$ cat config.mk
export PLATFORM = sky130hd
export DESIGN_NAME = watchdog_stop_recovery
export DESIGN_NICKNAME = d
export VERILOG_FILES = /design/src/rtl/watchdog_pkg.sv /design/src/rtl/watchdog_stop_recovery.sv
export SDC_FILE = /design/constraint.sdc
export NUM_CORES = 1
export LEC_CHECK = 0
export BUFFER_PORTS_ARGS = -buffer_cell sky130_fd_sc_hd__buf_2
export CAP_MARGIN = 20
export CORE_ASPECT_RATIO = 0.6
export CORE_MARGIN = 3
export CORE_UTILIZATION = 30
export CTS_BUF_LIST = sky130_fd_sc_hd__clkbuf_8
export CTS_CLUSTER_DIAMETER = 100
export DETAILED_ROUTE_END_ITERATION = 12
export PLACE_DENSITY = 0.54
export SKIP_LAST_GASP = 1
export SYNTH_ARGS = -nofsm -noshare
export SYNTH_HDL_FRONTEND = slang
export SYNTH_SLANG_ARGS = --single-unit
$ cat constraint.sdc
create_clock -name sys_clk -period 4.64 [get_ports sys_clk]
set_input_delay 0 -clock sys_clk [delete_from_list [all_inputs] [get_ports sys_clk]]
set_output_delay 0 -clock sys_clk [all_outputs]
set_load 0.01 [all_outputs]
$ cat src/rtl/watchdog_pkg.sv
/*
  constants for the watchdog, write window, low-voltage and stop-recovery block.
  assumes a 100 MHz system clock and a 32-bit classic wishbone register bus.
*/
package watchdog_pkg;
  // register indices; byte address is four times the index
  localparam logic [7:0] IDX_LOW_VOLTAGE_CONTROL = 8'h01;
  localparam logic [7:0] IDX_BLOCK_STATUS = 8'h02;
  localparam logic [7:0] IDX_STOP_RECOVERY = 8'h0b;
  localparam logic [7:0] IDX_WATCHDOG_MODE = 8'h0f;
  localparam logic [7:0] ADDR_LOW_VOLTAGE_CONTROL = 8'(IDX_LOW_VOLTAGE_CONTROL * 4);
  localparam logic [7:0] ADDR_BLOCK_STATUS = 8'(IDX_BLOCK_STATUS * 4);
  localparam logic [7:0] ADDR_STOP_RECOVERY = 8'(IDX_STOP_RECOVERY * 4);
  localparam logic [7:0] ADDR_WATCHDOG_MODE = 8'(IDX_WATCHDOG_MODE * 4);

  // watchdog mode fields
  localparam int MODE_TSEL_LSB = 0;
  localparam int MODE_HALT_BIT = 2;
  localparam int MODE_STOP_BIT = 3;
  localparam int MODE_SRC_BIT = 4;
  localparam logic [4:0] MODE_RESET = 5'h0d;

  // stop-recovery fields
  localparam int SR_DIV16_BIT = 0;
  localparam int SR_SRC_LSB = 2;
  localparam int SR_DELAY_BIT = 5;
  localparam int SR_LEVEL_BIT = 6;
  localparam int SR_FLAG_BIT = 7;
  localparam logic [6:0] SR_RESET = 7'h00;

  // status fields
  localparam int ST_LV_FLAG_BIT = 0;
  localparam int ST_RUNNING_BIT = 1;
  localparam int ST_WINDOW_BIT = 2;

  // timing
  localparam int CLK_PERIOD_NS = 10;
  localparam int WINDOW_CYCLES = 60;
  localparam int RESET_TIMER_CYCLES = 18;
  localparam int LV_SETTLE_NS = 20000;
  localparam int LV_SETTLE_CYCLES = (LV_SETTLE_NS + CLK_PERIOD_NS - 1) / CLK_PERIOD_NS;
  localparam int RC_TICK_NS = 10000;
  localparam int RC_TICK_CYCLES = RC_TICK_NS / CLK_PERIOD_NS;
  localparam int RC_TIMEOUT0_MS = 5;
  localparam int RC_TIMEOUT1_MS = 10;
  localparam int RC_TIMEOUT2_MS = 20;
  localparam int RC_TIMEOUT3_MS = 80;
  localparam int RC_TICKS0 = (RC_TIMEOUT0_MS * 1000000 + RC_TICK_NS - 1) / RC_TICK_NS;
  localparam int RC_TICKS1 = (RC_TIMEOUT1_MS * 1000000 + RC_TICK_NS - 1) / RC_TICK_NS;
  localparam int RC_TICKS2 = (RC_TIMEOUT2_MS * 1000000 + RC_TICK_NS - 1) / RC_TICK_NS;
  localparam int RC_TICKS3 = (RC_TIMEOUT3_MS * 1000000 + RC_TICK_NS - 1) / RC_TICK_NS;
  localparam int XTAL_TICKS0 = 256;
  localparam int XTAL_TICKS1 = 512;
  localparam int XTAL_TICKS2 = 1024;
  localparam int XTAL_TICKS3 = 4096;

  typedef enum logic [1:0] {
    WIN_ARMED = 2'b00,
    WIN_OPEN = 2'b01,
    WIN_CLOSED = 2'b10
  } window_state_t;
endpackage

$ cat src/rtl/watchdog_stop_recovery.sv
/*
  watchdog timer with mode register writable only in a timed write window, reset timer,
  low-voltage reset and stop-recovery register, behind a classic wishbone slave.
  assumes all inputs synchronous to sys_clk; the core pulses refresh and first
  instruction for one cycle; the crystal pin is slower than half the system clock.
*/
// Design decision made here: the Wishbone register port.
`timescale 1ns/10ps
module watchdog_stop_recovery
  import watchdog_pkg::*;
#(
  parameter int RcTickCycles = RC_TICK_CYCLES,
  parameter int RcTicks0 = RC_TICKS0,
  parameter int RcTicks1 = RC_TICKS1,
  parameter int RcTicks2 = RC_TICKS2,
  parameter int RcTicks3 = RC_TICKS3,
  parameter int LvSettleCycles = LV_SETTLE_CYCLES
) (
  input wire logic sys_clk,
  input wire logic reset_n,
  input wire logic wb_cyc_i,
  input wire logic wb_stb_i,
  input wire logic wb_we_i,
  input wire logic [7:0] wb_adr_i,
  input wire logic [3:0] wb_sel_i,
  input wire logic [31:0] wb_dat_i,
  output logic [31:0] wb_dat_o,
  output logic wb_ack_o,
  input wire logic refreshPulse,
  input wire logic firstInstruction,
  input wire logic haltMode,
  input wire logic stopMode,
  input wire logic stopRecovered,
  input wire logic crystalInputPin,
  input wire logic clearPulseOne_n,
  input wire logic clearPulseTwo_n,
  input wire logic lowVoltage,
  output logic globalReset_n,
  output logic watchdogExpired,
  output logic lowVoltageDetectEnable,
  output logic [2:0] recoverySource,
  output logic recoveryLevelHigh,
  output logic recoveryDelay,
  output logic clockDivide16
);
  localparam int CW = 13;
  localparam int RW = 12;

  initial begin
    if (RcTicks3 >= (1 << CW) || RcTicks0 < 1 || RcTickCycles < 2 ||
        RcTickCycles >= (1 << RW) || LvSettleCycles >= (1 << RW) || LvSettleCycles < 1) begin
      $error("watchdog_stop_recovery: parameter out of range");
    end
  end

  logic ackReg;
  logic [31:0] datReg;
  logic [4:0] modeReg;
  logic [6:0] recoveryReg;
  logic recoveryFlagReg;
  logic lvEnableReg;
  logic [RW-1:0] lvSettleReg;
  logic runningReg;
  logic [CW-1:0] countReg;
  logic [RW-1:0] rcDivReg;
  logic crystalPrevReg;
  logic clearOnePrevReg;
  logic clearTwoPrevReg;
  logic [4:0] resetTimerReg;
  logic expiredReg;
  logic globalResetReg;
  window_state_t windowReg;
  window_state_t windowNext;
  logic [5:0] windowCountReg;

  // bus decode
  wire busReq = wb_cyc_i && wb_stb_i && !ackReg;
  wire busWrite = busReq && wb_we_i && wb_sel_i[0];
  wire hitMode = wb_adr_i == ADDR_WATCHDOG_MODE;
  wire hitRecovery = wb_adr_i == ADDR_STOP_RECOVERY;
  wire hitLvControl = wb_adr_i == ADDR_LOW_VOLTAGE_CONTROL;
  wire hitStatus = wb_adr_i == ADDR_BLOCK_STATUS;
  wire windowOpen = windowReg == WIN_OPEN;
  wire modeWrite = busWrite && hitMode && windowOpen;
  wire recoveryWrite = busWrite && hitRecovery;
  wire lvWrite = busWrite && hitLvControl;
  wire lvFlagValid = lvEnableReg && (lvSettleReg == '0);
  wire [7:0] statusByte = {5'h00, windowOpen, runningReg, lvFlagValid && lowVoltage};
  wire [7:0] readByte = hitRecovery ? {recoveryFlagReg, 7'h00} :
                        hitLvControl ? {7'h00, lvEnableReg} :
                        hitStatus ? statusByte : 8'h00;

  // tick sources
  wire rcTick = rcDivReg == RW'(RcTickCycles - 1);
  wire crystalTick = crystalInputPin && !crystalPrevReg;
  wire srcTick = modeReg[MODE_SRC_BIT] ? crystalTick : rcTick;
  wire suspended = (haltMode && !modeReg[MODE_HALT_BIT]) ||
                   (stopMode && !modeReg[MODE_STOP_BIT]);
  wire countTick = runningReg && srcTick && !suspended;
  wire [1:0] tsel = modeReg[MODE_TSEL_LSB +: 2];
  wire [CW-1:0] xtalLimit = (tsel == 2'b00) ? CW'(XTAL_TICKS0) :
                            (tsel == 2'b01) ? CW'(XTAL_TICKS1) :
                            (tsel == 2'b10) ? CW'(XTAL_TICKS2) : CW'(XTAL_TICKS3);
  wire [CW-1:0] rcLimit = (tsel == 2'b00) ? CW'(RcTicks0) :
                          (tsel == 2'b01) ? CW'(RcTicks1) :
                          (tsel == 2'b10) ? CW'(RcTicks2) : CW'(RcTicks3);
  wire [CW-1:0] limit = modeReg[MODE_SRC_BIT] ? xtalLimit : rcLimit;
  wire terminal = countTick && (countReg == limit - CW'(1));
  wire clearRise = (clearPulseOne_n && !clearOnePrevReg) ||
                   (clearPulseTwo_n && !clearTwoPrevReg);
  wire startResetTimer = terminal || clearRise;
  wire resetNow = lowVoltage || startResetTimer || (resetTimerReg != '0);

  // wishbone slave, answer one cycle after request
  always_ff @(posedge sys_clk or negedge reset_n) begin
    if (!reset_n) begin
      ackReg <= 1'b0;
      datReg <= 32'h0000_0000;
    end else begin
      ackReg <= busReq;
      datReg <= busReq ? {24'h000000, readByte} : 32'h0000_0000;
    end
  end

  always_ff @(posedge sys_clk or negedge reset_n) begin
    if (!reset_n) begin
      modeReg <= MODE_RESET;
    end else if (expiredReg) begin
      modeReg <= MODE_RESET;
    end else if (modeWrite) begin
      modeReg <= wb_dat_i[4:0];
    end
  end

  always_ff @(posedge sys_clk or negedge reset_n) begin
    if (!reset_n) begin
      recoveryReg <= SR_RESET;
    end else if (recoveryWrite) begin
      recoveryReg <= wb_dat_i[6:0];
    end
  end

  always_ff @(posedge sys_clk or negedge reset_n) begin
    if (!reset_n) begin
      recoveryFlagReg <= 1'b0;
    end else if (stopRecovered) begin
      recoveryFlagReg <= 1'b1;
    end
  end

  always_ff @(posedge sys_clk or negedge reset_n) begin
    if (!reset_n) begin
      lvEnableReg <= 1'b0;
      lvSettleReg <= '0;
    end else if (lvWrite) begin
      lvEnableReg <= wb_dat_i[0];
      lvSettleReg <= (wb_dat_i[0] && !lvEnableReg) ? RW'(LvSettleCycles) : lvSettleReg;
    end else if (lvSettleReg != '0) begin
      lvSettleReg <= lvSettleReg - RW'(1);
    end
  end

  always_ff @(posedge sys_clk or negedge reset_n) begin
    if (!reset_n) begin
      rcDivReg <= '0;
      crystalPrevReg <= 1'b0;
      clearOnePrevReg <= 1'b1;
      clearTwoPrevReg <= 1'b1;
    end else begin
      rcDivReg <= rcTick ? '0 : rcDivReg + RW'(1);
      crystalPrevReg <= crystalInputPin;
      clearOnePrevReg <= clearPulseOne_n;
      clearTwoPrevReg <= clearPulseTwo_n;
    end
  end

  always_ff @(posedge sys_clk or negedge reset_n) begin
    if (!reset_n) begin
      runningReg <= 1'b0;
      countReg <= '0;
    end else if (terminal) begin
      runningReg <= 1'b0;
      countReg <= '0;
    end else if (refreshPulse) begin
      runningReg <= 1'b1;
      countReg <= '0;
    end else if (clearRise) begin
      countReg <= '0;
    end else if (countTick) begin
      countReg <= countReg + CW'(1);
    end
  end

  always_ff @(posedge sys_clk or negedge reset_n) begin
    if (!reset_n) begin
      resetTimerReg <= '0;
      expiredReg <= 1'b0;
      globalResetReg <= 1'b0;
    end else begin
      resetTimerReg <= startResetTimer ? 5'(RESET_TIMER_CYCLES) :
                       (resetTimerReg != '0) ? resetTimerReg - 5'h01 : resetTimerReg;
      expiredReg <= terminal;
      globalResetReg <= resetNow;
    end
  end

  always_comb begin
    windowNext = windowReg;
    case (windowReg)
      WIN_ARMED: begin
        if (firstInstruction) begin
          windowNext = WIN_OPEN;
        end
      end
      WIN_OPEN: begin
        if (windowCountReg == 6'(WINDOW_CYCLES - 1)) begin
          windowNext = WIN_CLOSED;
        end
      end
      WIN_CLOSED: begin
        windowNext = WIN_CLOSED;
      end
      default: begin
        windowNext = WIN_ARMED;
      end
    endcase
    if (expiredReg || stopRecovered) begin
      windowNext = WIN_ARMED;
    end
  end

  always_ff @(posedge sys_clk or negedge reset_n) begin
    if (!reset_n) begin
      windowReg <= WIN_ARMED;
      windowCountReg <= '0;
    end else begin
      windowReg <= windowNext;
      windowCountReg <= (windowNext == WIN_OPEN && windowReg == WIN_OPEN) ?
                        windowCountReg + 6'h01 : 6'h00;
    end
  end

  assign wb_ack_o = ackReg;
  assign wb_dat_o = datReg;
  assign globalReset_n = !globalResetReg;
  assign watchdogExpired = expiredReg;
  assign lowVoltageDetectEnable = lvEnableReg;
  assign recoverySource = recoveryReg[SR_SRC_LSB +: 3];
  assign recoveryLevelHigh = recoveryReg[SR_LEVEL_BIT];
  assign recoveryDelay = recoveryReg[SR_DELAY_BIT];
  assign clockDivide16 = recoveryReg[SR_DIV16_BIT];

  // assertions
  logic [6:0] openCountChk;
  logic [31:0] datPrevChk;
  always_ff @(posedge sys_clk or negedge reset_n) begin
    if (!reset_n) begin
      openCountChk <= '0;
      datPrevChk <= 32'h0000_0000;
    end else begin
      openCountChk <= (windowReg == WIN_OPEN) ? openCountChk + 7'h01 : 7'h00;
      datPrevChk <= wb_dat_i;
    end
  end
endmodule

==> metrics <==
core footprint 0.0131 mm²; CTS tree done; status complete, no violations; P_leak 2.11 nW; Required @ worst endpoint 4860 ps; Die Y 96.4 µm; Main synth FF type dfrtp_1; max_cap viols 0; HPWL after detailed placement 6.20 mm; worst-case reg-to-reg path depth 10; TritonRoute pass-1 iters 4; Synth area leaders dfrtp_1 42%, buf_4 5.3%, xnor2_1 4.3%, xor2_1 3.9%, nor2_1 3.5%; Root Driver clkbuf_8; cts repair resizes 0; Power per Cell Area 333 mW/mm²; Synth Register Bits 74; CTS Buffer Depth 2; r2r startpoint modeReg[0]; DR WL/cell 13.5 µm; Tcrit/Tclk final 65.5%; Post-CTS Hold Fix Bufs 17; worst reg-to-reg setup slack 1600 ps; critical path launch point modeReg[0]; Fmax 329 MHz; number of flops mapped to enable cells by yosys 0; Worst-Skew Late Latency 350 ps; register area share after synthesis 45.4%; fillers 1,315; Via density 4.68; share of layout cells above drive strength 1 18.6%; critical path data arrival time 3260 ps; H-tree levels 3; Ports 100; top post-synthesis cells by count 69 x dfrtp_1, 38 x nor2_1, 30 x nand2_1; Place WS 1630 ps; 1st-iter DRT viols 215; GP Congestion 0.809; worst hold-check path type in2reg; first-pass GRT wire length 14.5 mm; pin count of the biggest net entering global routing 75; Unique masters post-synth 58; Critical R2R Capture countReg[4]; setup violators final 0; Final WS setup 1600 ps; Tmin final 3040 ps; Max Slew Vio Count 0; Antenna Nets Post-Route 0; VDD IR max 150 µV; asr flop ratio synth 100%; total CTS buffers 9; ANT cells 0; clock sinks 74; setup bufs post-CTS 0; top-count cell post-synth dfrtp_1; Max Clock Skew 10.5 ps; Hold Violations, Final 0; crit path capture type register; Layout area overhead 14.7%; GR Overflow Total 0; Startpoint Class register; die area 0.0151 mm²; hold path cells 3; drt total wl 8.66 mm; Setup CP Type reg2reg; worst slew pin tran 937 ps; CP Max Fanout 21; DR vias 3,009; Avg Inst Size Synth 9.88 µm²; Syn. warnings 0; synthesized netlist cell count 414; CP Capture Point countReg[4]; Rows 32; vias in the first global route 2,882; DRC viols 0; Reg clk slew, reported paths 80 ps; Layout Utilization 35.8%; area leader, netlist dfrtp_1; initial antenna violation count 0; Yosys top cell area share 42.2%; Fin Setup TNS 0 ps; gr usage total 12.2%; RSZ-0062 raised after global routing no; Post-Synthesis Cell Area 0.00409 mm²; Die X 157 µm; Rel. slew slack 37.5%; Buffers on Ports 43; Post-layout nets 534; Initial Utilization 31.2%
final cells by class:
type | count | area (µm²) | share of cell area, %
clock buffers | 11 | 151 | 3.23
clock inverters | 5 | 53.8 | 1.15
inverters | 21 | 78.8 | 1.68
flip-flops and latches | 74 | 1860 | 39.6
well taps | 170 | 213 | 4.53
repair buffers | 62 | 403 | 8.59
multi-input cells | 300 | 1930 | 41.2
report_power, final:
group          total [W]  switching [W]  internal (W)
clock network   0.000510       0.000235      0.000275
logic           0.000277       0.000151      0.000126
registers       0.000775      0.0000592      0.000716
per-layer routing:
layer / GRT usage, % / part of all wire (%) / vias to the layer above
met3: 3.52 / 3.9 / 8
met4: 4.59 / 1.2 / 0
met1: 17.6 / 53 / 1463
li1: - / - / 1480
met5: 0 / 0 / -
met2: 17.3 / 42 / 58
critical path, stage by stage (launching register included):
cell and delay [ps]:
dfstp_2 740, nor2_1 100, nand2_1 100, ha_1 390
nand2_2 110, o31ai_1 280, o22ai_1 110, or3b_4 400
nor4_4 260, buf_4 290, nor4_1 90
stage by stage:
stage,area (µm²),total power (W),instances,hold WS (ps)
finish,4690,0.00156,643,55.0
global route,4690,0.00167,643,61.7
CTS,4690,0.00158,643,26.1
detailed placement,4320,0.00105,610,119
global placement,4320,0.00104,610,116
floorplan,4190,0.000992,441,-296
logic make-up after synthesis:
kind of cell	after synthesis	share of synthesized area, %
other	1	0.0917
XOR/XNOR	38	8.14
multiplexers	15	3.92
AND/OR/NAND/NOR	170	23.5
adder cells (fa/ha/maj)	8	2.45
AO/OA/AOI/OAI	41	6.73
flip-flops	74	45.4
buffers and inverters	67	9.76
state kept, by name, summed over array words and instances (netlist names), 2 cells and up:
name / cells
wb_dat_o: 4
countReg: 13
resetTimerReg: 5
windowReg: 2
modeReg: 5
rcDivReg: 12
recoveryReg: 6
windowCountReg: 6
lvSettleReg: 12
cells in the final DEF, fill, tap and decap left out, types with 4 or more instances in the layout:
cell type,n
nor3b_1,4
nor4_1,14
or3_1,5
dfrtp_1,69
inv_1,21
dlygate4sd3_1,17
clkbuf_8,11
nand4_1,5
mux2i_1,7
mux2_2,8
conb_1,28
nor2_1,38
ha_1,8
dfstp_2,5
nor3_1,20
nand3b_1,6
or4_1,4
nand3_1,19
xnor2_1,20
buf_2,42
o21ai_0,10
nand2_1,30
xor2_1,18
a21oi_1,10
worst min path at each step:
stage | startpoint | end | slack (ps)
finish | refreshPulse | runningReg | 60
global route | refreshPulse | countReg[0] | 60
CTS | refreshPulse | runningReg | 30
detailed placement | clearPulseTwo_n | clearTwoPrevReg | 120
global placement | clearPulseTwo_n | clearTwoPrevReg | 120
floorplan | reset_n | countReg[0] | -300
(Power assumes the default switching activity.)
